### config.mk
export PLATFORM = sky130hd
export DESIGN_NAME = fwsr_host
export DESIGN_NICKNAME = d
export VERILOG_FILES = /design/src/fwsr_pkg.sv /design/src/fwsr_host.sv /design/src/fwsr_cycle.sv
export VERILOG_INCLUDE_DIRS = /design/src
export SDC_FILE = /design/constraint.sdc
export NUM_CORES = 1
export LEC_CHECK = 0
export BUFFER_PORTS_ARGS = -buffer_cell sky130_fd_sc_hd__buf_2
export CAP_MARGIN = 25
export CORE_ASPECT_RATIO = 0.7
export CORE_MARGIN = 2
export CORE_UTILIZATION = 55
export DETAILED_ROUTE_END_ITERATION = 6
export GPL_TIMING_DRIVEN = 0
export HOLD_SLACK_MARGIN = 0.02
export PLACE_DENSITY = 0.79
export SLEW_MARGIN = 20
export SYNTH_ARGS = -nofsm -noshare
export SYNTH_HDL_FRONTEND = slang
export SYNTH_HIERARCHICAL = 1
export SYNTH_SLANG_ARGS = --single-unit
### constraint.sdc
create_clock -name clk -period 2.5 [get_ports clk]
set_input_delay 0.625 -clock clk [delete_from_list [all_inputs] [get_ports clk]]
set_output_delay 0.625 -clock clk [all_outputs]
set_load 0.01 [all_outputs]
### src/fwsr_defines.svh
// offsets, field positions, reset values and timing counts of the flash status poller
`ifndef FWSR_DEFINES_SVH
`define FWSR_DEFINES_SVH

// apb register offsets (byte addresses, one word each)
`define FWSR_OFF_CTRL 8'h00
`define FWSR_OFF_ADDR 8'h04
`define FWSR_OFF_WDATA 8'h08
`define FWSR_OFF_STATUS 8'h0c
`define FWSR_OFF_RDATA 8'h10

// ctrl fields
`define FWSR_CTRL_START 0
`define FWSR_CTRL_MODE_LO 1
`define FWSR_CTRL_MODE_HI 2

// status fields
`define FWSR_ST_BUSY 0
`define FWSR_ST_DONE 1
`define FWSR_ST_PASS 2
`define FWSR_ST_FAIL 3
`define FWSR_ST_TMO 4
`define FWSR_ST_RDY 5
`define FWSR_ST_SECTOG 6
`define FWSR_ST_ACTTOG 7

// flash data bit positions
`define FWSR_BIT_POLL 7
`define FWSR_BIT_ACT 6
`define FWSR_BIT_TMO 5
`define FWSR_BIT_SECTOG 2

// widths and reset values
`define FWSR_AW 22
`define FWSR_DW 16
`define FWSR_ADDR_RST 22'h000000
`define FWSR_DATA_RST 16'h0000
`define FWSR_RST_CMD_DATA 16'h00f0
`define FWSR_RST_CMD_ADDR 22'h000000

// bus cycle timing, 250 MHz clock
`define FWSR_CLK_PS 4000
`define FWSR_T_RD_NS 70
`define FWSR_T_WP_NS 35
`define FWSR_T_REC_NS 20
`define FWSR_RD_CYC ((`FWSR_T_RD_NS * 1000 + `FWSR_CLK_PS - 1) / `FWSR_CLK_PS)
`define FWSR_WP_CYC ((`FWSR_T_WP_NS * 1000 + `FWSR_CLK_PS - 1) / `FWSR_CLK_PS)
`define FWSR_REC_CYC ((`FWSR_T_REC_NS * 1000 + `FWSR_CLK_PS - 1) / `FWSR_CLK_PS)

`endif

### src/fwsr_pkg.sv
// types shared by the flash status poller
`default_nettype none
package fwsr_pkg;

  typedef enum logic [5:0] {
    FWSR_S_IDLE = 6'b000001,
    FWSR_S_RD_FIRST = 6'b000010,
    FWSR_S_RD_NEXT = 6'b000100,
    FWSR_S_RD_FINAL = 6'b001000,
    FWSR_S_WR = 6'b010000,
    FWSR_S_RST = 6'b100000
  } fwsr_state_t;

  typedef enum logic [1:0] {
    FWSR_M_DATA_POLL = 2'h0,
    FWSR_M_TOGGLE_POLL = 2'h1,
    FWSR_M_SINGLE_RD = 2'h2,
    FWSR_M_SINGLE_WR = 2'h3
  } fwsr_mode_t;

  // flash-side pins driven by the host
  typedef struct packed {
    logic ce_n;
    logic oe_n;
    logic we_n;
    logic [21:0] addr;
    logic [15:0] dq_out;
    logic dq_oe;
  } fwsr_pins_t;

  // one bus cycle request to the cycle engine
  typedef struct packed {
    logic wr;
    logic [21:0] addr;
    logic [15:0] data;
  } fwsr_req_t;

endpackage : fwsr_pkg
`default_nettype wire

### src/fwsr_host.sv
// host-side poller for flash program/erase status, apb register front end
//
// Functional notes
// - host polls at the program address or an erasing sector address
// - after poll bit turns true, host reads the whole word once more
// - toggle polling starts with two reads; no change means done
// - still toggling with timeout flag set: check again, then fail and reset
// - resumed polling reads once more and compares with the previous read
// - host rechecks poll bit even when timeout flag is seen
//
// Our own choices: the address map and register access over APB.
`include "fwsr_defines.svh"
`default_nettype none
module fwsr_host (
  input wire logic clk,
  input wire logic srst,
  input wire logic en,
  input wire logic psel,
  input wire logic penable,
  input wire logic pwrite,
  input wire logic [7:0] paddr,
  input wire logic [31:0] pwdata,
  output logic [31:0] prdata,
  output logic pready,
  output logic pslverr,
  output fwsr_pkg::fwsr_pins_t flash,
  input wire logic [15:0] flash_dq_in,
  input wire logic ready_busy_n
);

  fwsr_pkg::fwsr_state_t state_r, state_nxt;
  fwsr_pkg::fwsr_mode_t mode_r;
  logic [21:0] addr_r;
  logic [15:0] wdata_r;
  logic [15:0] rdata_r;
  logic [15:0] first_r, first_nxt;
  logic chk_r, chk_nxt;
  logic done_r, pass_r, fail_r, tmo_r;
  logic rdy_r, sectog_r, acttog_r;
  logic inflight_r;
  logic pready_r, pslverr_r;
  logic [31:0] prdata_r;
  logic fin_pass, fin_fail;
  fwsr_pkg::fwsr_req_t req;
  logic cyc_done;
  logic [15:0] cyc_rd;

  // apb decode: one wait state, writes land on the completing edge
  wire logic acc = psel && penable;
  wire logic wr_fire = acc && pready_r && pwrite;
  wire logic hit_ctrl = (paddr == `FWSR_OFF_CTRL);
  wire logic hit_addr = (paddr == `FWSR_OFF_ADDR);
  wire logic hit_wdata = (paddr == `FWSR_OFF_WDATA);
  wire logic hit_status = (paddr == `FWSR_OFF_STATUS);
  wire logic hit_rdata = (paddr == `FWSR_OFF_RDATA);
  wire logic hit_any = hit_ctrl || hit_addr || hit_wdata || hit_status || hit_rdata;
  wire logic idle = (state_r == fwsr_pkg::FWSR_S_IDLE);
  wire logic start = wr_fire && hit_ctrl && pwdata[`FWSR_CTRL_START] && idle;
  wire logic st_clr = wr_fire && hit_status;

  wire logic [31:0] status_word = {24'h000000, acttog_r, sectog_r, rdy_r, tmo_r,
                                   fail_r, pass_r, done_r, !idle};
  wire logic [31:0] rd_mux =
      hit_ctrl ? {29'h00000000, mode_r, 1'b0} :
      hit_addr ? {10'h000, addr_r} :
      hit_wdata ? {16'h0000, wdata_r} :
      hit_status ? status_word :
      hit_rdata ? {16'h0000, rdata_r} : 32'h00000000;

  // polling decisions on each finished read
  wire logic poll_true = (cyc_rd[`FWSR_BIT_POLL] == wdata_r[`FWSR_BIT_POLL]);
  wire logic act_tog = cyc_rd[`FWSR_BIT_ACT] ^ first_r[`FWSR_BIT_ACT];
  wire logic tmo_bit = cyc_rd[`FWSR_BIT_TMO];
  // only a status read counts: array data may carry any value in bit 5
  wire logic st_poll = (state_r == fwsr_pkg::FWSR_S_RD_FIRST) &&
                       (mode_r != fwsr_pkg::FWSR_M_TOGGLE_POLL) && !poll_true;
  wire logic st_tog = (state_r == fwsr_pkg::FWSR_S_RD_NEXT) && act_tog;
  wire logic tmo_seen = cyc_done && tmo_bit && (st_poll || st_tog);

  // request to the cycle engine; the engine is free whenever nothing is in flight
  wire logic rst_st = (state_r == fwsr_pkg::FWSR_S_RST);
  assign req.wr = rst_st || (state_r == fwsr_pkg::FWSR_S_WR);
  assign req.addr = rst_st ? `FWSR_RST_CMD_ADDR : addr_r;
  assign req.data = rst_st ? `FWSR_RST_CMD_DATA : wdata_r;
  wire logic req_valid = !idle && !inflight_r;

  fwsr_cycle u_cycle (
    .clk(clk),
    .srst(srst),
    .en(en),
    .req_valid(req_valid),
    .req(req),
    .dq_in(flash_dq_in),
    .pins(flash),
    .done(cyc_done),
    .rdata(cyc_rd)
  );

  // sequencer; every polling start begins with a fresh first read, single read and single write go straight to their one cycle
  always_comb begin
    state_nxt = state_r;
    first_nxt = first_r;
    chk_nxt = chk_r;
    fin_pass = 1'b0;
    fin_fail = 1'b0;
    case (state_r)
      fwsr_pkg::FWSR_S_IDLE: begin
        if (start) begin
          chk_nxt = 1'b0;
          case (fwsr_pkg::fwsr_mode_t'(pwdata[`FWSR_CTRL_MODE_HI:`FWSR_CTRL_MODE_LO]))
            fwsr_pkg::FWSR_M_SINGLE_RD: state_nxt = fwsr_pkg::FWSR_S_RD_FINAL;
            fwsr_pkg::FWSR_M_SINGLE_WR: state_nxt = fwsr_pkg::FWSR_S_WR;
            default: state_nxt = fwsr_pkg::FWSR_S_RD_FIRST;
          endcase
        end
      end
      fwsr_pkg::FWSR_S_RD_FIRST: begin
        if (cyc_done) begin
          if (mode_r == fwsr_pkg::FWSR_M_TOGGLE_POLL) begin
            first_nxt = cyc_rd;
            state_nxt = fwsr_pkg::FWSR_S_RD_NEXT;
          end else if (poll_true) begin
            state_nxt = fwsr_pkg::FWSR_S_RD_FINAL;
          end else if (chk_r) begin
            state_nxt = fwsr_pkg::FWSR_S_RST;
          end else if (tmo_bit) begin
            chk_nxt = 1'b1;
          end
        end
      end
      fwsr_pkg::FWSR_S_RD_NEXT: begin
        if (cyc_done) begin
          first_nxt = cyc_rd;
          if (!act_tog) begin
            state_nxt = fwsr_pkg::FWSR_S_IDLE;
            fin_pass = 1'b1;
          end else if (chk_r) begin
            state_nxt = fwsr_pkg::FWSR_S_RST;
          end else if (tmo_bit) begin
            chk_nxt = 1'b1;
          end
        end
      end
      fwsr_pkg::FWSR_S_RD_FINAL, fwsr_pkg::FWSR_S_WR: begin
        if (cyc_done) begin
          state_nxt = fwsr_pkg::FWSR_S_IDLE;
          fin_pass = 1'b1;
        end
      end
      fwsr_pkg::FWSR_S_RST: begin
        if (cyc_done) begin
          state_nxt = fwsr_pkg::FWSR_S_IDLE;
          fin_fail = 1'b1;
        end
      end
      default: state_nxt = fwsr_pkg::FWSR_S_IDLE;
    endcase
  end

  // sequencer state and engine handshake
  always_ff @(posedge clk) begin
    if (srst) begin
      state_r <= fwsr_pkg::FWSR_S_IDLE;
      first_r <= `FWSR_DATA_RST;
      chk_r <= 1'b0;
      inflight_r <= 1'b0;
    end else if (en) begin
      state_r <= state_nxt;
      first_r <= first_nxt;
      chk_r <= chk_nxt;
      inflight_r <= req_valid || (inflight_r && !cyc_done);
    end
  end

  // software registers; reconfiguring is refused while a sequence runs
  always_ff @(posedge clk) begin
    if (srst) begin
      mode_r <= fwsr_pkg::FWSR_M_DATA_POLL;
      addr_r <= `FWSR_ADDR_RST;
      wdata_r <= `FWSR_DATA_RST;
    end else if (en && wr_fire && idle) begin
      if (hit_ctrl) mode_r <= fwsr_pkg::fwsr_mode_t'(pwdata[`FWSR_CTRL_MODE_HI:`FWSR_CTRL_MODE_LO]);
      if (hit_addr) addr_r <= pwdata[21:0];
      if (hit_wdata) wdata_r <= pwdata[15:0];
    end
  end

  // sticky results, write one to clear; a finish in the clear cycle wins
  always_ff @(posedge clk) begin
    if (srst) begin
      done_r <= 1'b0;
      pass_r <= 1'b0;
      fail_r <= 1'b0;
      tmo_r <= 1'b0;
    end else if (en) begin
      done_r <= (fin_pass || fin_fail) || (done_r && !(st_clr && pwdata[`FWSR_ST_DONE]));
      pass_r <= fin_pass || (pass_r && !(st_clr && pwdata[`FWSR_ST_PASS]));
      fail_r <= fin_fail || (fail_r && !(st_clr && pwdata[`FWSR_ST_FAIL]));
      tmo_r <= tmo_seen || (tmo_r && !(st_clr && pwdata[`FWSR_ST_TMO]));
    end
  end

  // live status: busy pin level and toggle observations of the last pair
  always_ff @(posedge clk) begin
    if (srst) begin
      rdy_r <= 1'b1;
      sectog_r <= 1'b0;
      acttog_r <= 1'b0;
      rdata_r <= `FWSR_DATA_RST;
    end else if (en) begin
      rdy_r <= ready_busy_n;
      if (cyc_done && !req.wr) rdata_r <= cyc_rd;
      if (cyc_done && state_r == fwsr_pkg::FWSR_S_RD_NEXT) begin
        acttog_r <= act_tog;
        sectog_r <= cyc_rd[`FWSR_BIT_SECTOG] ^ first_r[`FWSR_BIT_SECTOG];
      end
    end
  end

  // apb answer registered so all outputs come from flops
  always_ff @(posedge clk) begin
    if (srst) begin
      pready_r <= 1'b0;
      pslverr_r <= 1'b0;
      prdata_r <= 32'h00000000;
    end else if (en) begin
      pready_r <= acc && !pready_r;
      pslverr_r <= acc && !pready_r && !hit_any;
      if (acc && !pready_r) prdata_r <= pwrite ? 32'h00000000 : rd_mux;
    end
  end

  assign prdata = prdata_r;
  assign pready = pready_r;
  assign pslverr = pslverr_r;

endmodule : fwsr_host
`default_nettype wire

### src/fwsr_cycle.sv
// single flash read or write bus cycle with fixed strobe and recovery times
`include "fwsr_defines.svh"
`default_nettype none
module fwsr_cycle (
  input wire logic clk,
  input wire logic srst,
  input wire logic en,
  input wire logic req_valid,
  input wire fwsr_pkg::fwsr_req_t req,
  input wire logic [15:0] dq_in,
  output fwsr_pkg::fwsr_pins_t pins,
  output logic done,
  output logic [15:0] rdata
);

  logic busy_r;
  logic phase_r;
  logic [7:0] cnt_r;
  fwsr_pkg::fwsr_pins_t pins_r;
  logic done_r;
  logic [15:0] rdata_r;

  wire logic take = req_valid && !busy_r;
  wire logic last = (cnt_r <= 8'h01);
  wire logic [7:0] strobe_cyc = req.wr ? 8'(`FWSR_WP_CYC) : 8'(`FWSR_RD_CYC);

  // strobe phase then recovery phase; write data stays driven through recovery
  // because the device latches it on the rising write strobe
  always_ff @(posedge clk) begin
    if (srst) begin
      busy_r <= 1'b0;
      phase_r <= 1'b0;
      cnt_r <= 8'h00;
      pins_r <= '{1'b1, 1'b1, 1'b1, `FWSR_ADDR_RST, `FWSR_DATA_RST, 1'b0};
      done_r <= 1'b0;
      rdata_r <= `FWSR_DATA_RST;
    end else if (en) begin
      done_r <= 1'b0;
      if (take) begin
        busy_r <= 1'b1;
        phase_r <= 1'b0;
        cnt_r <= strobe_cyc;
        pins_r <= '{1'b0, req.wr, !req.wr, req.addr, req.data, req.wr};
      end else if (busy_r && !last) begin
        cnt_r <= cnt_r - 8'h01;
      end else if (busy_r && !phase_r) begin
        phase_r <= 1'b1;
        cnt_r <= 8'(`FWSR_REC_CYC);
        if (!pins_r.oe_n) rdata_r <= dq_in; // sampled before the strobe rises
        pins_r.ce_n <= 1'b1;
        pins_r.oe_n <= 1'b1;
        pins_r.we_n <= 1'b1;
      end else if (busy_r) begin
        busy_r <= 1'b0;
        done_r <= 1'b1;
        pins_r.dq_oe <= 1'b0;
      end
    end
  end

  assign pins = pins_r;
  assign done = done_r;
  assign rdata = rdata_r;

endmodule : fwsr_cycle
`default_nettype wire

==> impl_metrics.toml <==
[outcome]
status = "finished, final reports clean"

[die]
rows = 35
boundaryPins = 139
core_area_um2 = 13100
fp.dieH_um = 101
start_util_pct = 56.2
dieArea_um2 = 14300
die_w_um = 142

[hold_path]
hold_path_class = "input port to flop"
whs_path_depth = 3
hold_path_end = "rdy_r"
hold_start = "ready_busy_n"

[worst_setup_path]
reg2regPathDepth = 11
path_max_fanout = 10
r2r_end = "u_cycle/pins[36]"
cp.required_ps = 2850
endpoint_kind = "flop"
path_class = "flop to flop"
r2r_start = "state_r[3]"
regToRegSetupSlack_ps = 110
arrival_ps = 2740
startpoint_type = "flop"

[clock_network]
cts_root_buf = "clkbuf_16"
h-tree-depth = 4
clockBufferDepth = 2
cts_tree = "done"
cts_hold_buf = 0
cts_buffers = 17
path_clk_slew_ps = 70
cts_setup_buffers = 0
cts.sinks = 166
clk_latency_ps = 430

[place]
place_area_um2 = 8180
io_buffers = 117
place_ws_ps = -375
gp_congestion = 0.993
dpl.cell_count = 1176
dp_hpwl_um = 15200

[yosys]
avgSynthCellArea_um2 = 8.32
synth_area_leader_cell = "dfxtp_1"
yosys-top-cells-area = "dfxtp_1, nand2_1, a21oi_1, mux2i_1, nor2_1"
synth_flop_cell = "dfxtp_1"
synth_top_area_share_pct = 45.2
synth_edf_count = 0
yosysUniqueCellTypes = 70
synth_area_um2 = 7350
ys_seq_elements = 166
ys.warnings.count = 6
syn_inst = 884
async_flop_share_pct = 0
synth.yosys.seq_area_share_pct = 45.2

[global_route]
grt_usage_pct = 29.9
grt_start_max_net_pins = 17
antenna_found_initial = 0
grt_first_pass_wirelength_um = 33300
overflow = 0
first_global_vias = 6359

[route]
drtIter0Drc = 754
drc_errors = 0
routedWlPerCell_um = 17.5
vias = 7014
wl_met2_um = 8990
antenna_left = 0
route.met3.wl_um = 2290
firstDrtPassIters = 5
highest_layer = "met4"
wl_met1_um = 9400
wl_um = 21100
viasPerCell = 5.82

[pwr]
total_power_mw = 7.01
pwr_density_cell_nw_per_um2 = 795
irDropWorstVdd_mv = 0.552
leakage_nw = 3.41

[sta]
timing.hold.ws_ps = 429
hold_viol = 0
max_slew_margin_pct = 51.0
post-route-period-util_pct = 95.7
setup-violations-final = 0
tightest_slew_ps = 734
max_freq_mhz = 418
fin_crit_ps = 2390
fin_ws_ps = 108
maxSlewViolCount = 0
finClkSkew_ps = 11.8

[finish]
layout.cells.non_filler = 1206
final_area_um2 = 8810
n_antenna_cell = 0
drive_above_1_share_pct = 21.1
areaGrowthSynthToFinish_pct = 19.8
layout.nets = 1094

[flow_run]
max_cap_violations = 0
cell usage in the layout, fill, tap and decap left out, types with 5 or more instances in the layout:
| cell type | instances |
|---|---|
| nor2_1 | 63 |
| dfxtp_1 | 165 |
| buf_6 | 5 |
| buf_2 | 124 |
| a21oi_1 | 117 |
| and3_1 | 6 |
| mux2i_1 | 42 |
| o32ai_1 | 5 |
| clkbuf_16 | 17 |
| nand4_1 | 5 |
| a22oi_1 | 7 |
| nor2b_1 | 5 |
| a22o_1 | 7 |
| or3_1 | 8 |
| nand2_1 | 189 |
| conb_1 | 10 |
| clkbuf_1 | 33 |
| a221oi_1 | 7 |
| nand2b_1 | 5 |
| and2_1 | 24 |
| nand3_1 | 14 |
| inv_1 | 8 |
| nor3_1 | 8 |
| o21ai_0 | 30 |
| and2_4 | 10 |
| buf_4 | 19 |
layer usage:
layer	up-vias	track usage (%)
li1	3327	-
met1	3268	42.9
met2	369	44.7
met3	50	7.13
met4	0	9.15
met5	-	0
worst max-delay path: stages, from the launching register on:
cell and delay (ps):
dfxtp_1 300, buf_4 160, nor3_2 210, and3_2 200
buf_2 230, nor2_4 80, nor2b_4 160, nand2_1 150
clkbuf_2 290, clkbuf_2 280, nand2_1 80, a21oi_1 180
worst max-delay path by stage:
stage / start / to / slack [ps] / depth (start not counted)
floorplan: state_r[3] / u_cycle/cnt_r[7] / 270 / 9
global placement: state_r[2] / u_cycle/pins[10] / -290 / 10
detailed placement: state_r[2] / u_cycle/pins[4] / -380 / 10
CTS: state_r[2] / u_cycle/cnt_r[7] / 40 / 8
global route: state_r[3] / u_cycle/pins[35] / -5 / 11
finish: state_r[3] / u_cycle/pins[36] / 110 / 11
report_power, final:
part	internal (mW)	switching (mW)	total, mW
registers	2.75	0.105	2.86
clock network	1.58	1.13	2.71
logic	0.522	0.923	1.45
total	4.85	2.16	7.01
kinds of logic after synthesis:
group | synth area share, %
adder cells (fa/ha/maj) | 0.340
buffers and inverters | 5.63
AO/OA/AOI/OAI | 17.4
AND/OR/NAND/NOR | 24.8
multiplexers | 5.72
XOR/XNOR | 0.834
other | 0.0510
flip-flops | 45.2
flip-flops by register name, summed over array words and instances (netlist names), 2 cells and up:
register	flops
mode_r	2
state_r	6
u_cycle/rdata	16
first_r	2
u_cycle/cnt_r	8
rdata_r	16
wdata_r	16
u_cycle/pins	42
addr_r	22
prdata	22
Yosys cell counts, types with 3 or more instances:
library cell,count
a211oi_1,4
or3_4,4
inv_1,8
a21oi_1,117
or3_1,8
xnor2_1,3
nand2_1,189
nor3b_1,4
nand2b_1,5
or2b_1,4
nand4_1,5
o32ai_1,5
nand3_1,14
and2_1,24
and4_1,3
dfxtp_1,166
a221oi_1,7
and2_4,10
nor2_2,3
a22oi_1,7
a21o_1,3
o21a_1,4
nor3_1,9
clkbuf_1,38
a31oi_1,3
nor2_1,64
nor4_1,3
o21ai_0,31
xor2_1,4
buf_6,5
and3_1,6
a22o_1,7
mux2i_1,42
buf_4,19
buf_2,4
nor2b_1,6
o31ai_1,3
layout make-up:
type	instances	area, um^2
fill	1104	4280
timing repair buffer	117	586
inverter	8	30.0
sequential	166	3320
multi-input combinational	650	3670
clock buffer	17	425
tap	166	208
buffer	69	395
clock inverter	13	174
per-stage QoR:
stage / TNS, ps / util [%]
detailed placement: -14800 / 62.5
finish: 0 / 67.3
floorplan: 0 / -
CTS: 0 / 67.2
global route: -5.74 / 67.3
global placement: -11610 / 62.5
repair_timing:
action,CTS,global route
endpoints found under the hold margin,0,0
endpoints found under the setup margin,43,48
resized for setup,11,6
Power figures use the tool's default switching activity.
